<file path="src/logic/frontend_irq_defines.vh">
`ifndef FRONTEND_IRQ_DEFINES_VH
`define FRONTEND_IRQ_DEFINES_VH

// ----------------------------------------
// Register indices, byte address is index * 4
// ----------------------------------------
`define IDX_ENABLE 6'h01
`define IDX_STATUS 6'h02
`define IDX_CLEAR 6'h03
`define IDX_XCV_CTRL 6'h04

// ----------------------------------------
// Event bit positions
// ----------------------------------------
`define EVT_W 20
`define B_RX_END 0
`define B_TX_END 1
`define B_IDLE 2
`define B_MOD_FOUND 3
`define B_CARD_ACT 4
`define B_STATE_CHG 5
`define B_EXT_OFF 6
`define B_EXT_ON 7
`define B_OWN_OFF 8
`define B_OWN_ON 9
`define B_FIELD_FAULT 10
`define B_TIMER0 11
`define B_TIMER1 12
`define B_TIMER2 13
`define B_SOF_SEEN 14
`define B_SC_SEEN 15
`define B_TEMP_FAULT 16
`define B_GEN_ERROR 17
`define B_NVM_FAIL 18
`define B_LPCD 19

// ----------------------------------------
// Enable layout and reset values
// ----------------------------------------
`define EN_FIXED_MASK 20'hE_0000
`define EN_RW_MASK 20'h1_FFFF
`define EN_RESET 20'h0_0000
`define STAT_RESET 20'h0_0000

// ----------------------------------------
// Trigger select field and transceive states
// ----------------------------------------
`define TRIG_LSB 4
`define TRIG_MSB 9
`define TRIG_W 6
`define TRIG_RESET 6'h00
`define ST_IDLE 3'h0
`define ST_WAIT_TX 3'h1
`define ST_TXING 3'h2
`define ST_WAIT_RX 3'h3
`define ST_WAIT_DATA 3'h4
`define ST_RXING 3'h5

// ----------------------------------------
// Bus answers
// ----------------------------------------
`define RESP_OKAY 2'h0
`define RESP_SLVERR 2'h2

`endif

</file>
<file path="src/logic/frontend_irq_logic.v">
// Behaviour
// - A set status bit reaches the irq pin only when its enable bit is 1.
// - Enable bits 19, 18, 17 are read-only and always read 1.
// - Enable bits 0 to 16 are read/write and reset to 0.
// - Enable layout: rx end 0, tx end 1, idle 2, modulation 3, card 4, state 5.
// - Status bits 0 to 19 read-only, reset 0; bits 31:20 reserved, read 0.
// - Status: temperature 16, general error 17, memory program fail 18, card detect 19.
// - Status: timers 11, 12, 13; frame start 14; subcarrier 15.
// - Status: external field off 6, on 7; own field off 8, on 9; fault 10.
// - Status bit 1 on end of transmission, bit 0 on end of reception.
// - Status bit 2 on idle, 3 on modulation found, 4 on card activation.
// - Writing a one to a clear register bit resets that status bit.
// - State change flag only on entry to a state selected in the trigger field.
//
// Implementation choice: the Avalon-MM register port.
`timescale 1ns/1ns
`default_nettype none
`include "frontend_irq_defines.vh"

module frontend_irq_logic (
    input wire clk,
    input wire rst_n,
    input wire [7:0] address,
    input wire read,
    input wire write,
    input wire [31:0] writedata,
    input wire [3:0] byteenable,
    output reg [31:0] readdata,
    output reg [1:0] response,
    output wire waitrequest,
    input wire rx_end_evt,
    input wire tx_end_evt,
    input wire idle_evt,
    input wire modulation_found_evt,
    input wire card_activated_evt,
    input wire ext_field_off_evt,
    input wire ext_field_on_evt,
    input wire own_field_off_evt,
    input wire own_field_on_evt,
    input wire field_activity_fault_evt,
    input wire timer_zero_evt,
    input wire timer_one_evt,
    input wire timer_two_evt,
    input wire frame_start_seen_evt,
    input wire subcarrier_seen_evt,
    input wire temp_fault_evt,
    input wire general_error_evt,
    input wire nvm_program_fail_evt,
    input wire low_power_card_detect_evt,
    input wire [2:0] xcv_state,
    output reg irq
);

    // ----------------------------------------
    // Helpers
    // ----------------------------------------
    // Merge new data into old data on the enabled byte lanes only
    function [31:0] lane_merge;
        input [31:0] old_val;
        input [31:0] new_val;
        input [3:0] lanes;
        integer i;
        begin
            lane_merge = old_val;
            for (i = 0; i < 4; i = i + 1) begin
                if (lanes[i]) begin
                    lane_merge[i*8 +: 8] = new_val[i*8 +: 8];
                end
            end
        end
    endfunction

    // Word index match on an aligned byte address
    function hit;
        input [7:0] addr;
        input [5:0] idx;
        begin
            hit = (addr[7:2] == idx) && (addr[1:0] == 2'h0);
        end
    endfunction

    // ----------------------------------------
    // Bus handshake
    // ----------------------------------------
    // One wait cycle: read data is registered in the first cycle and the
    // write commits at the edge where waitrequest is seen low.
    reg done_q;
    reg done_d;
    wire req;
    wire take;
    wire commit_wr;
    wire sel_enable;
    wire sel_status;
    wire sel_clear;
    wire sel_ctrl;
    wire mapped;

    assign req = read | write;
    assign take = req & ~done_q;
    assign waitrequest = take;
    assign commit_wr = write & done_q;
    assign sel_enable = hit(address, `IDX_ENABLE);
    assign sel_status = hit(address, `IDX_STATUS);
    assign sel_clear = hit(address, `IDX_CLEAR);
    assign sel_ctrl = hit(address, `IDX_XCV_CTRL);
    assign mapped = sel_enable | sel_status | sel_clear | sel_ctrl;

    // Back-to-back requests get a fresh wait cycle because done drops here
    always @* begin
        done_d = take;
    end

    always @(posedge clk or negedge rst_n) begin
        if (!rst_n) begin
            done_q <= 1'b0;
        end else begin
            done_q <= done_d;
        end
    end

    // ----------------------------------------
    // Enable mask and trigger select
    // ----------------------------------------
    reg [`EVT_W-1:0] enable_q;
    reg [`EVT_W-1:0] enable_d;
    reg [`TRIG_W-1:0] trig_sel_q;
    reg [`TRIG_W-1:0] trig_sel_d;
    wire [`EVT_W-1:0] enable_eff;
    wire [31:0] enable_merged;
    wire [31:0] ctrl_merged;

    assign enable_eff = enable_q | `EN_FIXED_MASK;
    assign enable_merged = lane_merge({12'h000, enable_q}, writedata, byteenable);
    assign ctrl_merged = lane_merge({22'h00_0000, trig_sel_q, 4'h0}, writedata, byteenable);

    // A write lands only at the edge where the master sees waitrequest low
    always @* begin
        enable_d = enable_q;
        trig_sel_d = trig_sel_q;
        if (commit_wr && sel_enable) begin
            // Fixed bits are never stored, so they cannot be turned off
            enable_d = enable_merged[`EVT_W-1:0] & `EN_RW_MASK;
        end
        if (commit_wr && sel_ctrl) begin
            trig_sel_d = ctrl_merged[`TRIG_MSB:`TRIG_LSB];
        end
    end

    always @(posedge clk or negedge rst_n) begin
        if (!rst_n) begin
            enable_q <= `EN_RESET;
            trig_sel_q <= `TRIG_RESET;
        end else begin
            enable_q <= enable_d;
            trig_sel_q <= trig_sel_d;
        end
    end

    // ----------------------------------------
    // State change detection
    // ----------------------------------------
    reg [2:0] prev_state_q;
    reg [2:0] prev_state_d;
    reg state_entry;

    // Remembering the last state turns a level into a one-cycle entry event
    always @* begin
        prev_state_d = xcv_state;
    end

    always @(posedge clk or negedge rst_n) begin
        if (!rst_n) begin
            prev_state_q <= `ST_IDLE;
        end else begin
            prev_state_q <= prev_state_d;
        end
    end

    // Codes above the receiving state select nothing
    always @* begin
        state_entry = 1'b0;
        if (xcv_state != prev_state_q) begin
            case (xcv_state)
                `ST_IDLE: state_entry = trig_sel_q[0];
                `ST_WAIT_TX: state_entry = trig_sel_q[1];
                `ST_TXING: state_entry = trig_sel_q[2];
                `ST_WAIT_RX: state_entry = trig_sel_q[3];
                `ST_WAIT_DATA: state_entry = trig_sel_q[4];
                `ST_RXING: state_entry = trig_sel_q[5];
                default: state_entry = 1'b0;
            endcase
        end
    end

    // ----------------------------------------
    // Event vector
    // ----------------------------------------
    reg [`EVT_W-1:0] events;

    always @* begin
        events = `STAT_RESET;
        events[`B_RX_END] = rx_end_evt;
        events[`B_TX_END] = tx_end_evt;
        events[`B_IDLE] = idle_evt;
        events[`B_MOD_FOUND] = modulation_found_evt;
        events[`B_CARD_ACT] = card_activated_evt;
        events[`B_STATE_CHG] = state_entry;
        events[`B_EXT_OFF] = ext_field_off_evt;
        events[`B_EXT_ON] = ext_field_on_evt;
        events[`B_OWN_OFF] = own_field_off_evt;
        events[`B_OWN_ON] = own_field_on_evt;
        events[`B_FIELD_FAULT] = field_activity_fault_evt;
        events[`B_TIMER0] = timer_zero_evt;
        events[`B_TIMER1] = timer_one_evt;
        events[`B_TIMER2] = timer_two_evt;
        events[`B_SOF_SEEN] = frame_start_seen_evt;
        events[`B_SC_SEEN] = subcarrier_seen_evt;
        events[`B_TEMP_FAULT] = temp_fault_evt;
        events[`B_GEN_ERROR] = general_error_evt;
        events[`B_NVM_FAIL] = nvm_program_fail_evt;
        events[`B_LPCD] = low_power_card_detect_evt;
    end

    // ----------------------------------------
    // Sticky status
    // ----------------------------------------
    // A set arriving together with its clear wins, so no event is lost
    reg [`EVT_W-1:0] status_q;
    reg [`EVT_W-1:0] status_d;
    wire [`EVT_W-1:0] clear_bits;
    wire [31:0] clear_word;

    assign clear_word = lane_merge(32'h0000_0000, writedata, byteenable);
    assign clear_bits = (commit_wr && sel_clear) ? clear_word[`EVT_W-1:0] : `STAT_RESET;

    // Clear first, then set: an event in the clearing cycle survives
    always @* begin
        status_d = (status_q & ~clear_bits) | events;
    end

    always @(posedge clk or negedge rst_n) begin
        if (!rst_n) begin
            status_q <= `STAT_RESET;
        end else begin
            status_q <= status_d;
        end
    end

    // ----------------------------------------
    // Interrupt pin
    // ----------------------------------------
    // Registered so the pin never glitches while status and mask settle
    reg irq_d;

    always @* begin
        irq_d = |(status_q & enable_eff);
    end

    always @(posedge clk or negedge rst_n) begin
        if (!rst_n) begin
            irq <= 1'b0;
        end else begin
            irq <= irq_d;
        end
    end

    // ----------------------------------------
    // Read data
    // ----------------------------------------
    // Status is read only: writes to it are accepted and dropped. The clear
    // register acts as a pulse and always reads back zero.
    reg [31:0] readdata_d;
    reg [1:0] response_d;
    wire [31:0] enable_word;
    wire [31:0] status_word;
    wire [31:0] ctrl_word;

    assign enable_word = {12'h000, enable_eff};
    assign status_word = {12'h000, status_q};
    assign ctrl_word = {22'h00_0000, trig_sel_q, 4'h0};

    // Data is captured in the wait cycle and then held, so the master may
    // sample it at its own edge without the registers being read twice
    always @* begin
        readdata_d = readdata;
        response_d = response;
        if (take) begin
            response_d = mapped ? `RESP_OKAY : `RESP_SLVERR;
            readdata_d = 32'h0000_0000;
            if (read && sel_enable) begin
                readdata_d = enable_word;
            end else if (read && sel_status) begin
                readdata_d = status_word;
            end else if (read && sel_ctrl) begin
                readdata_d = ctrl_word;
            end
        end
    end

    always @(posedge clk or negedge rst_n) begin
        if (!rst_n) begin
            readdata <= 32'h0000_0000;
            response <= `RESP_OKAY;
        end else begin
            readdata <= readdata_d;
            response <= response_d;
        end
    end

endmodule

`default_nettype wire

</file>
<file path="config.mk">
export PLATFORM = sky130hd
export DESIGN_NAME = frontend_irq_logic
export DESIGN_NICKNAME = d
export VERILOG_FILES = /design/src/logic/frontend_irq_logic.v
export VERILOG_INCLUDE_DIRS = /design/src /design/src/logic
export SDC_FILE = /design/constraint.sdc
export NUM_CORES = 1
export LEC_CHECK = 0
export BUFFER_PORTS_ARGS = -buffer_cell sky130_fd_sc_hd__buf_2
export CAP_MARGIN = 5
export CORE_UTILIZATION = 45
export CTS_CLUSTER_SIZE = 28
export DETAILED_ROUTE_END_ITERATION = 7
export GPL_TIMING_DRIVEN = 0
export PLACE_DENSITY = 0.69
export RECOVER_POWER = 100
export SKIP_LAST_GASP = 1
export SYNTH_ARGS = -nofsm -noshare
export SYNTH_HDL_FRONTEND = slang
export SYNTH_SLANG_ARGS = --single-unit
export TNS_END_PERCENT = 20
</file>
<file path="constraint.sdc">
create_clock -name clk -period 1.6 [get_ports clk]
set_input_delay 0.08 -clock clk [delete_from_list [all_inputs] [get_ports clk]]
set_output_delay 0.08 -clock clk [all_outputs]
set_load 0.02 [all_outputs]
</file>
==> impl_metrics.sql <==
INSERT INTO impl_metrics (metric_group, metric, value, unit) VALUES
('clock_network', 'cts_sinks', '69', ''),
('sta', 'final.period_utilization', '102.5', '%'),
('worst_setup_path', 'worst_setup_path_end_kind', 'flip-flop', ''),
('floorplanning', 'die-width', '87.01', 'µm'),
('place', 'dpl.hpwl', '5.823', 'mm'),
('synth', 'ys_seq_area_share', '53.10', '%'),
('power', 'vdd_ir_drop_max', '0.0005453', 'V'),
('synth', 'synth_enable_flop_cells', '0', ''),
('synth', 'async_reset_ff_share', '100.0', '%'),
('clock_network', 'clk_root_buffer_cell', 'sky130_fd_sc_hd__clkbuf_8', ''),
('worst_setup_path', 'critical_path.startpoint', 'done_q', ''),
('sta', 'final-hold-violation-count', '0', ''),
('worst_setup_path', 'cp_num_buf_inv', '1', ''),
('power', 'power.density', '855.1', 'nW/µm²'),
('worst_setup_path', 'crit_path_top_delay_cell', 'sky130_fd_sc_hd__dfrtp_1', ''),
('worst_setup_path', 'worstReg2RegEnd', 'readdata[7]', ''),
('sta', 'fin_crit', '1.639', 'ns'),
('worst_setup_path', 'crit_type', 'reg2reg', ''),
('worst_setup_path', 'cp.required', '1.83', 'ns'),
('detailed_routing', 'antenna_violating_nets_post_route', '0', ''),
('layout', 'fin_util', '64.92', '%'),
('detailed_routing', 'drtIter0Drc', '123', ''),
('layout', 'num-nets-final', '507', ''),
('layout', 'multiInputGateArea', '1428', 'µm²'),
('grt', 'globalRouteTotalUtil', '24.66', '%'),
('worst_setup_path', 'r2r.worst_path.cells', '5', ''),
('synth', 'syn_area', '3252', 'µm²'),
('hold_path', 'hold_path_class', 'in2reg', ''),
('sta', 'tightestPinTransition', '0.9225', 'ns'),
('sta', 'fmax', '610.0', 'MHz'),
('worst_setup_path', 'slowest_delay', '0.42', 'ns'),
('grt', 'grt_max_degree', '70', ''),
('grt', 'total_grt_overflow', '0', ''),
('layout', 'sequential_cell_area', '1727', 'µm²'),
('floorplanning', 'pin_count', '106', ''),
('layout', 'synthToLayoutAreaGrowth', '37.13', '%'),
('synth', 'yosys.cell_types.count', '43', ''),
('grt', 'first_global_vias', '2715', ''),
('grt', 'grt_antenna_before_repair', '0', ''),
('sta', 'report.final.setup_viol', '6', ''),
('detailed_routing', 'drc', '0', ''),
('sta', 'rsz0062_at_grt', 'true', ''),
('status', 'outcome', 'complete, but fails checks', ''),
('worst_setup_path', 'critical_path.startpoint_type', 'flip-flop', ''),
('layout', 'fill_cells', '598', ''),
('hold_path', 'worstHoldEndpoint', 'status_q[17]', ''),
('place', 'quantity_of_i_o_buffers_inserted_on_ports', '79', ''),
('status', 'violations', 'negative setup slack', ''),
('worst_setup_path', 'highest_fanout_seen_on_the_critical_path', '7', ''),
('worst_setup_path', 'timing.critical_path.cells', 'nand2b_1, or3_1, clkbuf_1, nor3_1, nor3_1', ''),
('synth', 'post_synth_inst_count', '292', ''),
('detailed_routing', 'postRouteWirelength', '8.688', 'mm'),
('sta', 'final.setup.worst_slack', '-0.03929', 'ns'),
('power', 'cellLeakagePower', '2.052', 'nW'),
('detailed_routing', 'num_vias', '2823', ''),
('floorplanning', 'die_area', '7571', 'µm²'),
('clock_network', 'clk_latency', '0.35', 'ns'),
('clock_network', 'worst_setup_hold_path_clk_slew', '0.08', 'ns'),
('hold_path', 'launch_point_of_the_worst_hold_path', 'writedata[17]', ''),
('layout', 'antenna-diode-count', '0', ''),
('run', 'maxCapViolations', '0', ''),
('floorplanning', 'placement_rows', '30', ''),
('synth', 'avgSynthCellArea', '11.14', 'µm²'),
('grt', 'grt_pass1_wl', '13.59', 'mm'),
('worst_setup_path', 'r2r_slack', '-0.04', 'ns'),
('hold_path', 'min_path_cells', '3', ''),
('synth', 'yosys_register_bits', '69', ''),
('clock_network', 'tritoncts_buffers', '9', ''),
('sta', 'slew_viol_final', '0', ''),
('layout', 'layout_commonest_cell', 'sky130_fd_sc_hd__dfrtp_1', ''),
('clock_network', 'htreeDepth', '3', '');
==> sequential cells by signal (all words and copies together) (netlist names) <==
| name | flops |
|---|---|
| done_q | 1 |
| enable_q | 17 |
| irq | 1 |
| prev_state_q | 3 |
| readdata | 20 |
| response | 1 |
| status_q | 20 |
| trig_sel_q | 6 |
==> cells in the mapped netlist, types with 2 or more instances <==
cell type                  count  area [µm²]
sky130_fd_sc_hd__buf_4        13       97.59
sky130_fd_sc_hd__a22oi_1      14       105.1
sky130_fd_sc_hd__a21oi_1      13       65.06
sky130_fd_sc_hd__nand3_1       4       20.02
sky130_fd_sc_hd__nor4_1        2       12.51
sky130_fd_sc_hd__a21o_1       19       142.6
sky130_fd_sc_hd__mux2i_1       2       20.02
sky130_fd_sc_hd__a22o_1        5       43.79
sky130_fd_sc_hd__nor2_1        4       15.01
sky130_fd_sc_hd__nand3b_1      6       45.04
sky130_fd_sc_hd__a211oi_1      2       15.01
sky130_fd_sc_hd__clkbuf_1      7       26.28
sky130_fd_sc_hd__mux2_2       23       259.0
sky130_fd_sc_hd__a221oi_1      8       70.07
sky130_fd_sc_hd__nand2_1      50       187.7
sky130_fd_sc_hd__or2_2         2       12.51
sky130_fd_sc_hd__or3b_2        2       17.52
sky130_fd_sc_hd__buf_2         2       10.01
sky130_fd_sc_hd__nor3_4        3       48.80
sky130_fd_sc_hd__dfrtp_1      69        1727
sky130_fd_sc_hd__buf_1         2       7.510
sky130_fd_sc_hd__nand2b_1      3       18.77
sky130_fd_sc_hd__nor3_1       16       80.08
sky130_fd_sc_hd__nor2_8        2       40.04
==> through the flow <==
stage / power, mW / instances / cell area (µm²) / setup WS [ns] / setup TNS, ns
detailed placement: 2.180 / 479 / 3815 / -0.3392 / -15.72
floorplan: 2.006 / 304 / 3297 / -0.08185 / -1.512
CTS: 3.835 / 537 / 4464 / -0.09585 / -0.5237
finish: 3.813 / 538 / 4459 / -0.03929 / -0.07681
global placement: 2.173 / 479 / 3812 / -0.3061 / -14.63
global route: 3.951 / 538 / 4459 / -0.1431 / -1.729
==> kinds of logic (layout without fill, tap and decap cells) <==
family | after synthesis | count (layout) | synth area share (%)
flip-flops | 69 | 69 | 53.10
multiplexers | 26 | 26 | 9.273
buffers and inverters | 26 | 164 | 4.810
XOR/XNOR | 1 | 1 | 0.2694
AND/OR/NAND/NOR | 104 | 104 | 17.89
other | 1 | 13 | 0.1153
AO/OA/AOI/OAI | 65 | 65 | 14.54
==> worst reg2reg max path, delay by kind of cell, from the launching register on <==
kind,cells,cell delay (ns)
buffers and inverters,1,0.22
flip-flops,1,0.42
AND/OR/NAND/NOR,4,0.87
==> what timing repair did <==
action	in CTS	in global routing
setup buffers	0	2
endpoints found under the hold margin	113	0
gates cloned	0	0
hold buffers	42	0
resized for setup	5	7
pin swaps	0	2
setup endpoints to repair	26	44
==> how the worst max path moves through the flow <==
stage                   to  cells after the start
2_1_floorplan  enable_q[0]                      4
3_3_place_gp   status_q[2]                      5
3_5_place_dp   status_q[0]                      5
4_1_cts        waitrequest                      5
5_1_grt        readdata[7]                      5
6_report       readdata[7]                      5
==> per-layer routing <==
metal  track usage [%]  vias to the layer above  share of wire, %
met5                 0                        -                 0
met4             12.12                        0               2.0
met3             4.645                       18               7.1
met2             40.09                      126                48
met1             31.74                     1354                43
li1                  -                     1325                 -
==> report_power, final <==
| group | switching [mW] | leakage, nW | internal (mW) |
|---|---|---|---|
| Clock | 0.690 | 0.114 | 0.884 |
| Sequential | 0.0272 | 0.846 | 1.77 |
| Combinational | 0.235 | 1.09 | 0.206 |
==> final cells by class <==
type	count	share of cell area [%]
Buffer	24	3.535
Clock buffer	9	2.778
Clock inverter	7	2.160
Inverter	1	0.08418
Multi-Input combinational cell	209	32.01
Sequential cell	69	38.72
Tap cell	96	2.694
Timing Repair Buffer	123	18.01
Power figures use the tool's default switching activity.
